===== src/logic/svq_pkg.sv =====
// Notes on behaviour
// RQ1: Host sleep pin forces bypass between ports.
// RQ2: Bypass drops port-3 destined frames unbuffered.
// RQ3: Sixteen-entry table maps VLAN to filter.
// RQ4: Untagged or null VLAN uses port default.
// RQ5: Invalid VLAN drops frame and skips learning.
// RQ6: Total miss floods to VLAN members.
// RQ7: Matching static entry forwards to static ports.
// RQ8: Otherwise dynamic hit forwards to learned port.
// RQ9: Learn new source, refresh known source stamp.
// RQ10: Per-port ingress filter and non-default discard.
// RQ11: Control bit zero splits four queues.
// RQ12: Unsplit port treats all frames equally.
// RQ13: Global bit three picks strict or weighted.
// RQ14: Port priority marks every frame high.
// RQ15: Tag priority translated through mapping registers.
// RQ16: Egress inserts default tag for selected sources.
// RQ17: Already tagged frames never get second tag.
// RQ18: Default tags held in register pairs.
// RQ19: Egress removal strips tags, untagged unchanged.
// RQ20: Inserted or removed frames regenerate checksum.
// RQ21: Ceiling caps priority at default tag priority.
// RQ22: Code point table decides DiffServ priority.
// RQ23: Highest enabled classifier priority wins.
package svq_pkg;
  // ==========================================================
  // Register indices; the byte address is four times the index.
  localparam int ADDR_W = 12;
  localparam logic [9:0] IDX_GLOBAL5 = 10'h005;
  localparam logic [9:0] IDX_PMAP_LO = 10'h00c;
  localparam logic [9:0] IDX_PMAP_HI = 10'h00d;
  localparam logic [9:0] IDX_PORT_BASE = 10'h010;
  localparam logic [9:0] IDX_PORT_STRIDE = 10'h010;
  localparam logic [9:0] OFF_CTL0 = 10'h000;
  localparam logic [9:0] OFF_CTL2 = 10'h002;
  localparam logic [9:0] OFF_TAG_HI = 10'h003;
  localparam logic [9:0] OFF_TAG_LO = 10'h004;
  localparam logic [9:0] IDX_TOS_BASE = 10'h060;
  localparam logic [9:0] IDX_INS_SEL = 10'h0c2;
  localparam logic [9:0] IDX_VLAN_BASE = 10'h100;
  localparam logic [9:0] IDX_STATUS = 10'h110;
  localparam int TOS_REGS = 16;
  localparam int VLAN_ENTRIES = 16;
  // ==========================================================
  // Field positions.
  localparam int CTL0_SPLIT = 0;
  localparam int CTL0_REMOVE = 1;
  localparam int CTL0_INSERT = 2;
  localparam int CTL0_PPRIO_LO = 3;
  localparam int CTL0_DOT1P = 5;
  localparam int CTL0_DSCP = 6;
  localparam int CTL0_CEIL = 7;
  localparam int CTL2_DISC_NPVID = 5;
  localparam int CTL2_IN_FILTER = 6;
  localparam int GLB5_WFQ = 3;
  localparam int VL_VALID = 19;
  localparam int VL_MEMB_LO = 16;
  localparam int VL_FID_LO = 12;
  // ==========================================================
  // Reset values and bus answers.
  localparam logic [7:0] RST_BYTE = 8'h00;
  localparam logic [15:0] RST_HALF = 16'h0000;
  localparam logic [19:0] RST_VLAN = 20'h00000;
  localparam logic [1:0] RESP_OKAY = 2'h0;
  localparam logic [1:0] RESP_SLVERR = 2'h2;
  localparam logic [1:0] PRIO_HIGH = 2'h3;
endpackage


===== src/logic/svq_switch_fwd.sv =====
`timescale 1ns/1ps
`default_nettype none
module svq_switch_fwd
  import svq_pkg::*;
(
  input wire logic clk_in,
  input wire logic sys_rst_in,
  input wire logic port3_link_sleep_input_in,
  input wire logic [ADDR_W-1:0] axi_awaddr_in,
  input wire logic axi_awvalid_in,
  output logic axi_awready_out,
  input wire logic [31:0] axi_wdata_in,
  input wire logic [3:0] axi_wstrb_in,
  input wire logic axi_wvalid_in,
  output logic axi_wready_out,
  output logic [1:0] axi_bresp_out,
  output logic axi_bvalid_out,
  input wire logic axi_bready_in,
  input wire logic [ADDR_W-1:0] axi_araddr_in,
  input wire logic axi_arvalid_in,
  output logic axi_arready_out,
  output logic [31:0] axi_rdata_out,
  output logic [1:0] axi_rresp_out,
  output logic axi_rvalid_out,
  input wire logic axi_rready_in,
  input wire logic frm_valid_in,
  input wire logic [1:0] frm_port_in,
  input wire logic frm_tagged_in,
  input wire logic [15:0] frm_tci_in,
  input wire logic frm_is_ip_in,
  input wire logic [7:0] frm_tos_in,
  input wire logic st_hit_in,
  input wire logic st_use_fid_in,
  input wire logic [3:0] st_fid_in,
  input wire logic [2:0] st_ports_in,
  input wire logic dyn_da_hit_in,
  input wire logic [1:0] dyn_da_port_in,
  input wire logic dyn_sa_hit_in,
  output logic dec_valid_out,
  output logic dec_drop_out,
  output logic [2:0] dec_dest_out,
  output logic [3:0] dec_fid_out,
  output logic [5:0] dec_queue_out,
  output logic [15:0] dec_tci_out,
  output logic [2:0] dec_strip_out,
  output logic [2:0] dec_insert_out,
  output logic [2:0] dec_crc_regen_out,
  output logic learn_add_out,
  output logic learn_refresh_out,
  output logic bypass_out,
  output logic wfq_mode_out,
  output logic [2:0] queue_split_out
);
  // ==========================================================
  // Helpers
  // Word index of a byte address; used for both write and read.
  function automatic logic [9:0] idx_of(input logic [ADDR_W-1:0] a);
    return a[ADDR_W-1:2];
  endfunction

  // Byte-lane merge of a write into an existing word.
  function automatic logic [31:0] merge(input logic [31:0] old, input logic [31:0] d,
                                        input logic [3:0] s);
    logic [31:0] r;
    r = old;
    for (int b = 0; b < 4; b++) begin
      if (s[b]) begin
        r[8*b +: 8] = d[8*b +: 8];
      end
    end
    return r;
  endfunction

  // Bit in the insertion-select byte pairing an egress and a source port.
  function automatic logic [2:0] sel_bit(input int e, input logic [1:0] src);
    logic [1:0] k;
    k = (src < 2'(e)) ? src : 2'(src - 2'd1);
    return 3'(2 * e) + 3'(k);
  endfunction

  // ==========================================================
  // Sleep pin synchroniser
  logic slp_meta; // First stage, read only by the second.
  logic slp_sync; // Synchronised host sleep level.
  logic bypass; // Registered bypass mode.

  // The host pin is asynchronous, so it passes two flops first.
  always_ff @(posedge clk_in) begin
    if (sys_rst_in) begin
      slp_meta <= 1'b0;
      slp_sync <= 1'b0;
      bypass <= 1'b0;
    end else begin
      slp_meta <= port3_link_sleep_input_in;
      slp_sync <= slp_meta;
      bypass <= slp_sync; // RQ1
    end
  end

  // ==========================================================
  // Register file
  logic [7:0] ctl0 [3]; // Port control 0 per port.
  logic [7:0] ctl2 [3]; // Port control 2 per port.
  logic [15:0] deftag [3]; // Default tag per port.
  logic [7:0] glob5; // Global control.
  logic [15:0] pmap; // Two bits of queue per tag priority.
  logic [5:0] ins_sel; // Insertion source selection.
  logic [7:0] tos [TOS_REGS]; // Code point priority table.
  logic [19:0] vlan [VLAN_ENTRIES]; // VLAN table entries.
  logic [7:0] next_ctl0 [3];
  logic [7:0] next_ctl2 [3];
  logic [15:0] next_deftag [3];
  logic [7:0] next_glob5;
  logic [15:0] next_pmap;
  logic [5:0] next_ins_sel;
  logic [7:0] next_tos [TOS_REGS];
  logic [19:0] next_vlan [VLAN_ENTRIES];
  logic do_write; // Both halves of a write are held.
  logic [9:0] w_idx; // Held write index.
  logic [31:0] w_data; // Held write data.
  logic [3:0] w_strb; // Held write strobes.
  logic w_hit; // Write index is mapped.

  // Decodes a held write and updates the addressed register.
  always_comb begin
    logic [31:0] m;
    m = 32'h0;
    next_ctl0 = ctl0;
    next_ctl2 = ctl2;
    next_deftag = deftag;
    next_glob5 = glob5;
    next_pmap = pmap;
    next_ins_sel = ins_sel;
    next_tos = tos;
    next_vlan = vlan;
    w_hit = (w_idx == IDX_GLOBAL5) || (w_idx == IDX_PMAP_LO) || (w_idx == IDX_PMAP_HI) ||
            (w_idx == IDX_INS_SEL) || (w_idx == IDX_STATUS);
    for (int p = 0; p < 3; p++) begin
      if (w_idx == IDX_PORT_BASE + 10'(p) * IDX_PORT_STRIDE + OFF_CTL0) begin
        w_hit = 1'b1;
        if (do_write && w_strb[0]) begin
          next_ctl0[p] = w_data[7:0];
        end
      end
      if (w_idx == IDX_PORT_BASE + 10'(p) * IDX_PORT_STRIDE + OFF_CTL2) begin
        w_hit = 1'b1;
        if (do_write && w_strb[0]) begin
          next_ctl2[p] = w_data[7:0];
        end
      end
      if (w_idx == IDX_PORT_BASE + 10'(p) * IDX_PORT_STRIDE + OFF_TAG_HI) begin
        w_hit = 1'b1;
        if (do_write && w_strb[0]) begin
          next_deftag[p][15:8] = w_data[7:0]; // RQ18
        end
      end
      if (w_idx == IDX_PORT_BASE + 10'(p) * IDX_PORT_STRIDE + OFF_TAG_LO) begin
        w_hit = 1'b1;
        if (do_write && w_strb[0]) begin
          next_deftag[p][7:0] = w_data[7:0]; // RQ18
        end
      end
    end
    for (int t = 0; t < TOS_REGS; t++) begin
      if (w_idx == IDX_TOS_BASE + 10'(t)) begin
        w_hit = 1'b1;
        if (do_write && w_strb[0]) begin
          next_tos[t] = w_data[7:0];
        end
      end
    end
    for (int v = 0; v < VLAN_ENTRIES; v++) begin
      if (w_idx == IDX_VLAN_BASE + 10'(v)) begin
        w_hit = 1'b1;
        m = merge({12'h000, vlan[v]}, w_data, w_strb);
        if (do_write) begin
          next_vlan[v] = m[19:0]; // RQ3
        end
      end
    end
    if (do_write && w_strb[0]) begin
      if (w_idx == IDX_GLOBAL5) begin
        next_glob5 = w_data[7:0];
      end
      if (w_idx == IDX_PMAP_LO) begin
        next_pmap[7:0] = w_data[7:0];
      end
      if (w_idx == IDX_PMAP_HI) begin
        next_pmap[15:8] = w_data[7:0];
      end
      if (w_idx == IDX_INS_SEL) begin
        next_ins_sel = w_data[5:0];
      end
    end
  end

  // Registers the configuration state.
  always_ff @(posedge clk_in) begin
    if (sys_rst_in) begin
      for (int p = 0; p < 3; p++) begin
        ctl0[p] <= RST_BYTE;
        ctl2[p] <= RST_BYTE;
        deftag[p] <= RST_HALF;
      end
      for (int t = 0; t < TOS_REGS; t++) begin
        tos[t] <= RST_BYTE;
      end
      for (int v = 0; v < VLAN_ENTRIES; v++) begin
        vlan[v] <= RST_VLAN;
      end
      glob5 <= RST_BYTE;
      pmap <= RST_HALF;
      ins_sel <= 6'h00;
    end else begin
      ctl0 <= next_ctl0;
      ctl2 <= next_ctl2;
      deftag <= next_deftag;
      tos <= next_tos;
      vlan <= next_vlan;
      glob5 <= next_glob5;
      pmap <= next_pmap;
      ins_sel <= next_ins_sel;
    end
  end

  // ==========================================================
  // Read decode
  logic [9:0] r_idx; // Index of the offered read address.
  logic [31:0] r_word; // Word at that index.
  logic r_hit; // Read index is mapped.

  // Chooses the read word; narrow registers sit in the low byte.
  always_comb begin
    r_idx = idx_of(axi_araddr_in);
    r_word = 32'h0;
    r_hit = 1'b1;
    if (r_idx == IDX_GLOBAL5) begin
      r_word[7:0] = glob5;
    end else if (r_idx == IDX_PMAP_LO) begin
      r_word[7:0] = pmap[7:0];
    end else if (r_idx == IDX_PMAP_HI) begin
      r_word[7:0] = pmap[15:8];
    end else if (r_idx == IDX_INS_SEL) begin
      r_word[5:0] = ins_sel;
    end else if (r_idx == IDX_STATUS) begin
      r_word[0] = bypass;
    end else begin
      r_hit = 1'b0;
    end
    for (int p = 0; p < 3; p++) begin
      for (int o = 0; o < 5; o++) begin
        if (r_idx == IDX_PORT_BASE + 10'(p) * IDX_PORT_STRIDE + 10'(o)) begin
          r_hit = (10'(o) != 10'h001);
          r_word[7:0] = (10'(o) == OFF_CTL0) ? ctl0[p] :
                        (10'(o) == OFF_CTL2) ? ctl2[p] :
                        (10'(o) == OFF_TAG_HI) ? deftag[p][15:8] :
                        (10'(o) == OFF_TAG_LO) ? deftag[p][7:0] : 8'h00;
        end
      end
    end
    for (int t = 0; t < TOS_REGS; t++) begin
      if (r_idx == IDX_TOS_BASE + 10'(t)) begin
        r_hit = 1'b1;
        r_word[7:0] = tos[t];
      end
    end
    for (int v = 0; v < VLAN_ENTRIES; v++) begin
      if (r_idx == IDX_VLAN_BASE + 10'(v)) begin
        r_hit = 1'b1;
        r_word[19:0] = vlan[v];
      end
    end
  end

  // ==========================================================
  // AXI4-Lite handshakes
  logic aw_full, w_full;
  logic next_aw_full, next_w_full, next_awready, next_wready, next_bvalid;
  logic next_arready, next_rvalid;
  logic [9:0] next_w_idx;
  logic [31:0] next_w_data, next_rdata;
  logic [3:0] next_w_strb;
  logic [1:0] next_bresp, next_rresp;

  // Holds address and data separately, writes when both are in, one at a time.
  always_comb begin
    next_aw_full = aw_full;
    next_w_full = w_full;
    next_w_idx = w_idx;
    next_w_data = w_data;
    next_w_strb = w_strb;
    next_bvalid = axi_bvalid_out;
    next_bresp = axi_bresp_out;
    next_arready = axi_arready_out;
    next_rvalid = axi_rvalid_out;
    next_rdata = axi_rdata_out;
    next_rresp = axi_rresp_out;
    do_write = aw_full && w_full && !axi_bvalid_out;
    if (axi_awvalid_in && axi_awready_out) begin
      next_aw_full = 1'b1;
      next_w_idx = idx_of(axi_awaddr_in);
    end
    if (axi_wvalid_in && axi_wready_out) begin
      next_w_full = 1'b1;
      next_w_data = axi_wdata_in;
      next_w_strb = axi_wstrb_in;
    end
    if (do_write) begin
      next_aw_full = 1'b0;
      next_w_full = 1'b0;
      next_bvalid = 1'b1;
      next_bresp = w_hit ? RESP_OKAY : RESP_SLVERR;
    end else if (axi_bvalid_out && axi_bready_in) begin
      next_bvalid = 1'b0;
    end
    next_awready = !next_aw_full && !next_bvalid;
    next_wready = !next_w_full && !next_bvalid;
    if (axi_arvalid_in && axi_arready_out) begin
      next_arready = 1'b0;
      next_rvalid = 1'b1;
      next_rdata = r_hit ? r_word : 32'h0;
      next_rresp = r_hit ? RESP_OKAY : RESP_SLVERR;
    end else if (axi_rvalid_out && axi_rready_in) begin
      next_rvalid = 1'b0;
      next_arready = 1'b1;
    end
  end

  // Registers the bus state.
  always_ff @(posedge clk_in) begin
    if (sys_rst_in) begin
      aw_full <= 1'b0;
      w_full <= 1'b0;
      w_idx <= 10'h000;
      w_data <= 32'h0;
      w_strb <= 4'h0;
      axi_awready_out <= 1'b0;
      axi_wready_out <= 1'b0;
      axi_bvalid_out <= 1'b0;
      axi_bresp_out <= RESP_OKAY;
      axi_arready_out <= 1'b0;
      axi_rvalid_out <= 1'b0;
      axi_rdata_out <= 32'h0;
      axi_rresp_out <= RESP_OKAY;
    end else begin
      aw_full <= next_aw_full;
      w_full <= next_w_full;
      w_idx <= next_w_idx;
      w_data <= next_w_data;
      w_strb <= next_w_strb;
      axi_awready_out <= next_awready;
      axi_wready_out <= next_wready;
      axi_bvalid_out <= next_bvalid;
      axi_bresp_out <= next_bresp;
      axi_arready_out <= next_arready || (!axi_arready_out && !axi_rvalid_out);
      axi_rvalid_out <= next_rvalid;
      axi_rdata_out <= next_rdata;
      axi_rresp_out <= next_rresp;
    end
  end

  // ==========================================================
  // Frame classification and forwarding decision
  logic [1:0] ip; // Ingress port index, 0 to 2.
  logic [11:0] eff_vid; // VLAN used for lookup.
  logic vl_hit; // VLAN entry found and valid.
  logic [3:0] filter_identifier; // Resolved filter_identifier.
  logic [2:0] memb; // VLAN membership ports.
  logic [2:0] dest; // Destination set.
  logic drop; // Frame is discarded.
  logic [1:0] prio; // Highest enabled class.
  logic [2:0] pcp; // Tag priority after the ceiling.
  logic [15:0] tag_control_info; // Outgoing tag_control_info.
  logic [5:0] queue; // Per-egress queue choice.
  logic [2:0] strip, ins; // Per-egress tag actions.
  logic [1:0] q_1p, q_ds; // Classifier results.

  // Resolves VLAN, destination, class and tag actions for one frame.
  always_comb begin
    ip = (frm_port_in == 2'd3) ? 2'd0 : frm_port_in;
    eff_vid = (frm_tagged_in && frm_tci_in[11:0] != 12'h000) ?
              frm_tci_in[11:0] : deftag[ip][11:0]; // RQ4
    vl_hit = 1'b0;
    filter_identifier = 4'h0;
    memb = 3'h0;
    for (int v = VLAN_ENTRIES - 1; v >= 0; v--) begin
      if (vlan[v][VL_VALID] && vlan[v][11:0] == eff_vid) begin
        vl_hit = 1'b1; // RQ3
        filter_identifier = vlan[v][VL_FID_LO +: 4];
        memb = vlan[v][VL_MEMB_LO +: 3];
      end
    end
    if (st_hit_in && (!st_use_fid_in || st_fid_in == filter_identifier)) begin
      dest = st_ports_in; // RQ7
    end else if (dyn_da_hit_in) begin
      dest = 3'(3'b001 << dyn_da_port_in); // RQ8
    end else begin
      dest = memb; // RQ6
    end
    if (bypass) begin
      dest[2] = 1'b0; // RQ2
    end
    drop = !vl_hit || (frm_port_in == 2'd3) || (dest == 3'h0) || // RQ5
           (ctl2[ip][CTL2_IN_FILTER] && !memb[ip]) || // RQ10
           (ctl2[ip][CTL2_DISC_NPVID] && frm_tagged_in && eff_vid != deftag[ip][11:0]);
    pcp = (ctl0[ip][CTL0_CEIL] && frm_tci_in[15:13] > deftag[ip][15:13]) ?
          deftag[ip][15:13] : frm_tci_in[15:13]; // RQ21
    q_1p = (ctl0[ip][CTL0_DOT1P] && frm_tagged_in) ? pmap[2*pcp +: 2] : 2'h0; // RQ15
    q_ds = (ctl0[ip][CTL0_DSCP] && frm_is_ip_in) ?
           tos[frm_tos_in[7:4]][2*frm_tos_in[3:2] +: 2] : 2'h0; // RQ22
    prio = (ctl0[ip][CTL0_PPRIO_LO +: 2] != 2'h0) ? PRIO_HIGH : 2'h0; // RQ14
    if (q_1p > prio) begin
      prio = q_1p; // RQ23
    end
    if (q_ds > prio) begin
      prio = q_ds; // RQ23
    end
    tag_control_info = frm_tagged_in ? {pcp, frm_tci_in[12:0]} : deftag[ip];
    for (int e = 0; e < 3; e++) begin
      queue[2*e +: 2] = ctl0[e][CTL0_SPLIT] ? prio : 2'h0; // RQ11 RQ12
      strip[e] = frm_tagged_in && ctl0[e][CTL0_REMOVE]; // RQ19
      ins[e] = !frm_tagged_in && ctl0[e][CTL0_INSERT] && (2'(e) != ip) &&
               ins_sel[sel_bit(e, ip)]; // RQ16 RQ17
    end
  end

  // Registers the decision one cycle after the frame is offered.
  always_ff @(posedge clk_in) begin
    if (sys_rst_in) begin
      dec_valid_out <= 1'b0;
      dec_drop_out <= 1'b0;
      dec_dest_out <= 3'h0;
      dec_fid_out <= 4'h0;
      dec_queue_out <= 6'h00;
      dec_tci_out <= 16'h0000;
      dec_strip_out <= 3'h0;
      dec_insert_out <= 3'h0;
      dec_crc_regen_out <= 3'h0;
      learn_add_out <= 1'b0;
      learn_refresh_out <= 1'b0;
      bypass_out <= 1'b0;
      wfq_mode_out <= 1'b0;
      queue_split_out <= 3'h0;
    end else begin
      dec_valid_out <= frm_valid_in;
      dec_drop_out <= frm_valid_in && drop;
      dec_dest_out <= (frm_valid_in && !drop) ? dest : 3'h0;
      dec_fid_out <= filter_identifier;
      dec_queue_out <= queue;
      dec_tci_out <= tag_control_info;
      dec_strip_out <= (frm_valid_in && !drop) ? (strip & dest) : 3'h0;
      dec_insert_out <= (frm_valid_in && !drop) ? (ins & dest) : 3'h0;
      dec_crc_regen_out <= (frm_valid_in && !drop) ? ((strip | ins) & dest) : 3'h0; // RQ20
      learn_add_out <= frm_valid_in && vl_hit && !dyn_sa_hit_in; // RQ9
      learn_refresh_out <= frm_valid_in && vl_hit && dyn_sa_hit_in; // RQ9
      bypass_out <= bypass;
      wfq_mode_out <= glob5[GLB5_WFQ]; // RQ13
      queue_split_out <= {ctl0[2][CTL0_SPLIT], ctl0[1][CTL0_SPLIT], ctl0[0][CTL0_SPLIT]};
    end
  end
endmodule
`default_nettype wire


===== config.mk =====
export PLATFORM = sky130hd
export DESIGN_NAME = svq_switch_fwd
export DESIGN_NICKNAME = d
export VERILOG_FILES = /design/src/logic/svq_pkg.sv /design/src/logic/svq_switch_fwd.sv
export SDC_FILE = /design/constraint.sdc
export NUM_CORES = 2
export LEC_CHECK = 0
export ABC_AREA = 1
export BUFFER_PORTS_ARGS = -buffer_cell sky130_fd_sc_hd__buf_4
export CAP_MARGIN = 20
export CORE_ASPECT_RATIO = 1.4
export CORE_UTILIZATION = 58
export CTS_BUF_LIST = sky130_fd_sc_hd__clkbuf_4
export DETAILED_ROUTE_END_ITERATION = 16
export HOLD_SLACK_MARGIN = 0.05
export PLACE_DENSITY = 0.78
export SYNTH_ARGS = -nofsm -noshare
export SYNTH_HDL_FRONTEND = slang
export SYNTH_SLANG_ARGS = --single-unit

===== constraint.sdc =====
create_clock -name clk_in -period 4.6 [get_ports clk_in]
set_input_delay 0.69 -clock clk_in [delete_from_list [all_inputs] [get_ports clk_in]]
set_output_delay 0.69 -clock clk_in [all_outputs]
set_load 0.05 [all_outputs]

After elaboration in Yosys (flattened, before gate mapping):

Cells that the tools add are included.

* register bits: 700
* input bits: 110
* output and inout bits: 88
* logic and storage cells: 671

* add/sub/neg operators: 3
* $lt $le $gt $ge: 12
* equality and inequality tests: 122
* shift operators: 3
* multiplexer cells: 246
* bitwise gates (word level): 10
* reductions and logical operators: 163

Operators with widths (number)
* 10-bit by 9-bit equality test with 1-bit output (second input constant): 34
* 20-bit 2-to-1 mux: 17
* 10-bit by 7-bit equality test with 1-bit output (second input constant): 32
* 8-bit 2-to-1 mux: 37
* 12-bit equality test: 16
* 10-bit by 6-bit equality test with 1-bit output (second input constant): 18
* 3-bit AND reduction: 48
* 1-bit 2-to-1 mux: 129
* 10-bit by 5-bit equality test with 1-bit output (second input constant): 9
* 4-bit 2-to-1 mux: 16
* 2-bit AND reduction: 32
* 3-bit 2-to-1 mux: 19
* 1-bit logical AND: 52
* 16-bit 2-to-1 mux: 3
* 10-bit by 4-bit equality test with 1-bit output (second input constant): 4
* 16-bit binary-select mux with 2-bit select: 1
* 8-bit binary-select mux with 2-bit select: 2
* 8-bit binary-select mux with 4-bit select: 1
* 2-bit 2-to-1 mux: 12
* 10-bit by 3-bit equality test with 1-bit output (second input constant): 2
* 10-bit by 8-bit equality test with 1-bit output (second input constant): 2
* 16-bit by 5-bit indexed part select with 2-bit output: 1
* 7-bit 2-to-1 mux: 2
* 1-bit zero test: 12
* other kinds (34): 58

Logic depth before layout (Yosys ltp):

* depth after elaboration: 54
* mapped depth: 48
* gate-level depth less buffers: 46

Worst setup path before layout:

Ideal clock, no wire load.

* path kind: in2reg
* start point: in frm_port_in[1]
* end point: reg dec_queue_out[0]
* setup time: 0.129 ns
* arrival time: 4.424 ns
* required time: 4.471 ns
* setup slack: 0.046 ns
* stages on the path: 27
* path buffers: 3
* cells stage by stage: inv_1 ha_1 buf_6 nor2_8 buf_6 nand2_1 nand2_1 a21oi_1 ha_1 nand2_1 o22ai_1 a211oi_1 nand2_1 o21ai_0 clkbuf_1 o21ai_0 o221ai_1 nand3_1 ha_1 nor2_1 o22ai_1 o21ai_0 ha_1 a21oi_1 nand2_1 o21ai_0 nor3_1

* cells in the longest elaborated chain, start to end: 15
* elaborated cells on any way between the ends: 23
* classes of those cells: order compare: 3; eq/ne: 1; shift: 1; mux: 13; bitwise: 1; reduce/logical: 4

RTL lines
* start: declaration: RTL line svq_switch_fwd.sv:27 `input wire logic [1:0] frm_port_in,`
* 2-bit equality test: RTL line svq_switch_fwd.sv:380 `ip = (frm_port_in == 2'd3) ? 2'd0 : frm_port_in;`
* 2-bit 2-to-1 mux *: RTL line svq_switch_fwd.sv:380
* 2-bit NOT with 3-bit output (implied by the code) *
* 16-bit binary-select mux with 2-bit select: RTL line svq_switch_fwd.sv:406, svq_switch_fwd.sv:407
* 16-bit 2-to-1 mux (implied by the code) (2 in a row): RTL line svq_switch_fwd.sv:406, svq_switch_fwd.sv:407
* 3-bit greater-than comparator: RTL line svq_switch_fwd.sv:406 `pcp = (ctl0[ip][CTL0_CEIL] && frm_tci_in[15:13] > deftag[ip][15:13]) ?`
* 1-bit logical AND: RTL line svq_switch_fwd.sv:406
* 3-bit 2-to-1 mux: RTL line svq_switch_fwd.sv:406
* 16-bit by 5-bit indexed part select with 2-bit output: RTL line svq_switch_fwd.sv:408 `q_1p = (ctl0[ip][CTL0_DOT1P] && frm_tagged_in) ? pmap[2*pcp +: 2] : 2'h0;`
* 2-bit 2-to-1 mux: RTL line svq_switch_fwd.sv:408
* 2-bit greater-than comparator: RTL line svq_switch_fwd.sv:412 `if (q_1p > prio) begin`
* 2-bit 2-to-1 mux: RTL line svq_switch_fwd.sv:412
* 2-bit greater-than comparator: RTL line svq_switch_fwd.sv:415 `if (q_ds > prio) begin`
* 2-bit 2-to-1 mux *: RTL line svq_switch_fwd.sv:415
* end signal: assignment: RTL line svq_switch_fwd.sv:449 `dec_queue_out <= queue;`
* end: declaration: RTL line svq_switch_fwd.sv:43 `output logic [5:0] dec_queue_out,`

Mark *: on every way between the ends. The rest lies on a longest branch, timed or not. The select of a mux whose other input is x is not followed.
A chain may end at the register's enable or synchronous reset.

Worst setup path after layout:

* start point: in frm_tci_in[6]
* end point: reg learn_add_out

* cells in the longest elaborated chain, start to end: 23
* elaborated cells on any way between the ends: 53
* classes of those cells: eq/ne: 16; mux: 17; reduce/logical: 20

RTL lines
* start: declaration: RTL line svq_switch_fwd.sv:29 `input wire logic [15:0] frm_tci_in,`
* 12-bit nonzero test: RTL line svq_switch_fwd.sv:381 `eff_vid = (frm_tagged_in && frm_tci_in[11:0] != 12'h000) ?`
* 1-bit logical AND: RTL line svq_switch_fwd.sv:381
* 12-bit 2-to-1 mux *: RTL line svq_switch_fwd.sv:381
* 12-bit equality test: RTL line svq_switch_fwd.sv:387 `if (vlan[v][VL_VALID] && vlan[v][11:0] == eff_vid) begin`
* 1-bit logical AND: RTL line svq_switch_fwd.sv:387
* 1-bit 2-to-1 mux (15 in a row): RTL line svq_switch_fwd.sv:387
* 1-bit 2-to-1 mux *: RTL line svq_switch_fwd.sv:387
* 1-bit logical AND * (2 in a row): RTL line svq_switch_fwd.sv:454 `learn_add_out <= frm_valid_in && vl_hit && !dyn_sa_hit_in;`
* end signal: assignment: RTL line svq_switch_fwd.sv:454
* end: declaration: RTL line svq_switch_fwd.sv:48 `output logic learn_add_out,`

Mark *: on every way between the ends. The rest lies on a longest branch, timed or not.

==> summary.txt <==
Routing
  • Via-per-instance ratio: 6.039
  • DRT Pass-1 Iters: 10
  • Via count: 40.95k
  • Post-detailed-routing wire length: 152000 µm
  • DRC violations left: 0
  • Drt wl/cell: 22.41 µm
  • DRT iter0 DRCs: 4912
  • Routed Antenna Nets: 0

Timing
  • Worst Max-Slew Pin Slew: 1.252 ns
  • Crit path time final: 4.491 ns
  • Final Cycle Share: 97.63%
  • Clock Skews: 0.05293 ns
  • Relative slew slack: 16.25%
  • Hold Vio Cnt, Final: 0
  • Peak Freq: 222.7 MHz
  • Max-slew violation count: 0
  • Final count of negative-setup-slack endpoints: 0

Logic synthesis
  • Post-synth cell types: 73
  • Mean post-synth cell area: 6.725 µm²
  • FF+latch count, synth: 686
  • Yosys warns: 0
  • Synth Flop Type: dfxtp_1
  • Post-synth EDFFs: 0
  • Mapped Cells: 5351
  • Asr flop ratio synth: 0%
  • Post-synthesis sequential area ratio: 38.16%
  • Cell area after synthesis: 35990 µm²

Clocking
  • CTS buffer count: 172
  • Skew-Pair Late Insertion Delay: 1.07 ns
  • Max Root-Sink Buffers: 3
  • Clk slew on worst S/H paths: 0.08 ns
  • Clock Sinks: 686
  • H-tree depth: 4
  • TritonCTS clock tree: built
  • CTS root buf: clkbuf_4

Placed design
  • GPL Wtd Cong: 1.076
  • Port bufs: 164
  • DP HPWL: 110700 µm
  • Inst Count DP: 6420

Layout
  • Final nets: 5961
  • Most frequent cells in the layout: nand2_1, o21ai_0, inv_1
  • Core Util, Final: 70.49%
  • Commonest non-fill, non-tap cell in the layout: nand2_1
  • Layout area overhead: 19.58%
  • Non-filler instance count after layout: 6780
  • Layout cell share with drive strength beyond 1: 16.53%

Critical path
  • Worst r2r src: deftag[34]$_SDFFE_PP0P_
  • Crit end category: flop
  • Reg2reg end: learn_add_out$_SDFF_PP0_
  • R2R setup slack: 0.26 ns
  • Worst-path maximum fanout: 11
  • Startpoint Class: input pin
  • CP Data Required Time: 5.58 ns
  • Crit Path Category: input pin to flop
  • R2R cell count: 20
  • Crit path DAT: 5.48 ns

Floorplanning
  • Die Span Y: 296.7 µm
  • Die ar.: 63060 µm²
  • Core footprint: 61050 µm²
  • Num rows: 107
  • Die width: 212.5 µm
  • I/O pin cnt: 198
  • Initial Util: 58.95%

Run status
  • Outcome: finished clean

Run
  • # Max-Cap Violations: 0

Worst hold path
  • Hold Startpoint: frm_tci_in[14]
  • Worst hold path class: input pin to flop
  • Hold Crit Endpoint: dec_tci_out[14]$_SDFF_PP0_
  • Hold Crit Depth: 6

Pwr
  • Worst IR Drop VDD: 0.2665 mV
  • Pwr Total: 12.55 mW
  • Leak pwr: 17.21 nW
  • Pwr dens: 291.7 nW/µm²

Global route
  • Largest net degree at the start of global routing: 168
  • Initial antenna violation count: 13
  • Grt total ovfl: 0
  • First-pass GRT wire length: 223100 µm
  • GR Util All Layers: 47.20%
  • Vias in the first global route: 38.26k
-- synthesized netlist by cell type (11+ instances only) --
| cell type | number | area share [%] |
|---|---|---|
| ha_1 | 13 | 0.45 |
| nand4_1 | 53 | 0.92 |
| buf_6 | 17 | 0.53 |
| o221ai_1 | 21 | 0.51 |
| o2111ai_1 | 20 | 0.49 |
| a211oi_1 | 75 | 1.6 |
| nand2_1 | 894 | 9.3 |
| nand2_2 | 20 | 0.35 |
| a221oi_1 | 16 | 0.39 |
| nand2_4 | 14 | 0.44 |
| nor3_1 | 58 | 0.81 |
| o21ai_1 | 20 | 0.28 |
| a31oi_1 | 11 | 0.19 |
| nor2_1 | 388 | 4.0 |
| nand3_1 | 155 | 2.2 |
| buf_4 | 21 | 0.44 |
| o211ai_1 | 47 | 0.98 |
| inv_1 | 733 | 7.6 |
| clkbuf_1 | 252 | 2.6 |
| o21ai_0 | 834 | 12 |
| o22ai_1 | 72 | 1.3 |
| xor2_1 | 55 | 1.3 |
| buf_2 | 12 | 0.17 |
| a21oi_1 | 715 | 9.9 |
| inv_2 | 15 | 0.16 |
| dfxtp_1 | 686 | 38 |
-- state kept, by name (all words and copies together), names as in the netlist, 4 cells and up --
register,cells
ctl2,24
tos,128
axi_rdata_out,20
w_data,20
pmap,16
glob5,8
dec_fid_out,4
vlan,320
w_idx,10
deftag,48
dec_queue_out,6
dec_tci_out,16
ctl0,24
ins_sel,6
-- worst max-delay path by stage --
stage	from	end	cells past startpoint
floorplan	frm_port_in[1]	dec_queue_out[0]$_SDFF_PP0_	27
global placement	frm_port_in[1]	dec_crc_regen_out[1]$_SDFF_PP0_	40
global route	frm_tci_in[6]	dec_strip_out[2]$_SDFF_PP0_	45
detailed placement	frm_port_in[1]	dec_crc_regen_out[1]$_SDFF_PP0_	40
finish	frm_tci_in[6]	learn_add_out$_SDFF_PP0_	25
CTS	frm_tci_in[6]	dec_crc_regen_out[1]$_SDFF_PP0_	37
-- where the power goes --
part	internal (mW)	switching (mW)	total, mW
sequential	5.97	0.0971	6.07
combinational	0.396	0.868	1.26
clock	2.60	2.61	5.22
total	8.97	3.58	12.6
-- metal layers --
layer	vias up	global-route usage (%)	routed length, µm
li1	18920	-	-
met2	2631	75.05	69000
met4	6	43.68	15910
met5	-	0	41
met1	18530	51.38	52000
met3	865	11.28	15010
-- what timing repair did --
action / CTS / global route
buffers inserted: 0 / 10
resized for setup: 0 / 72
hold endpoints to repair: 48 / 0
hold buffers: 45 / 0
setup endpoints to repair: 0 / 17
-- logic make-up after synthesis --
group	synth area share, %
other cells	0.01042
buf+inv	11.80
flops	38.16
simple gates	19.50
fa+ha+maj	0.4520
xor+xnor	1.387
compound gates	28.68
-- per-stage QoR --
stage,setup slack (ns),hold slack [ns],instance area (µm²),TNS (ns)
after floorplan,0.04619,0.3883,36030,0
after global placement,-0.7671,0.3888,40030,-14.29
after detailed placement,-0.8777,0.3956,40050,-15.97
after CTS,0.1009,0.06336,42620,0
after global routing,-0.1413,0.1537,43020,-1.068
final,0.1089,0.1428,43030,0
-- cell type report --
type | count | area [µm²]
clock inverters | 45 | 275.3
flip-flops and latches | 686 | 13740
fillers | 5398 | 18020
inverters | 759 | 2872
repair buffers | 606 | 4911
well taps | 817 | 1022
diodes | 9 | 22.52
clock buffers | 245 | 1839
multi-input cells | 3613 | 18350
-- critical path: stages --
cell and delay [ns]:
dlygate4sd3_1 0.55, buf_4 0.15, inv_1 0.08, nand3_1 0.15, nor2_4 0.15, buf_4 0.13
nand2_2 0.07, buf_4 0.14, nand3_1 0.10, nand2_2 0.10, buf_4 0.20, buf_4 0.20
nand2_1 0.09, o2111ai_1 0.15, nor4b_1 0.40, nand2_1 0.14, buf_4 0.20, nand2_1 0.13
buf_4 0.14, nor3_1 0.04, and3_1 0.28, buf_4 0.19, or2_2 0.28, nor2_1 0.12
dlygate4sd3_1 0.58
(Power assumes the default switching activity.)
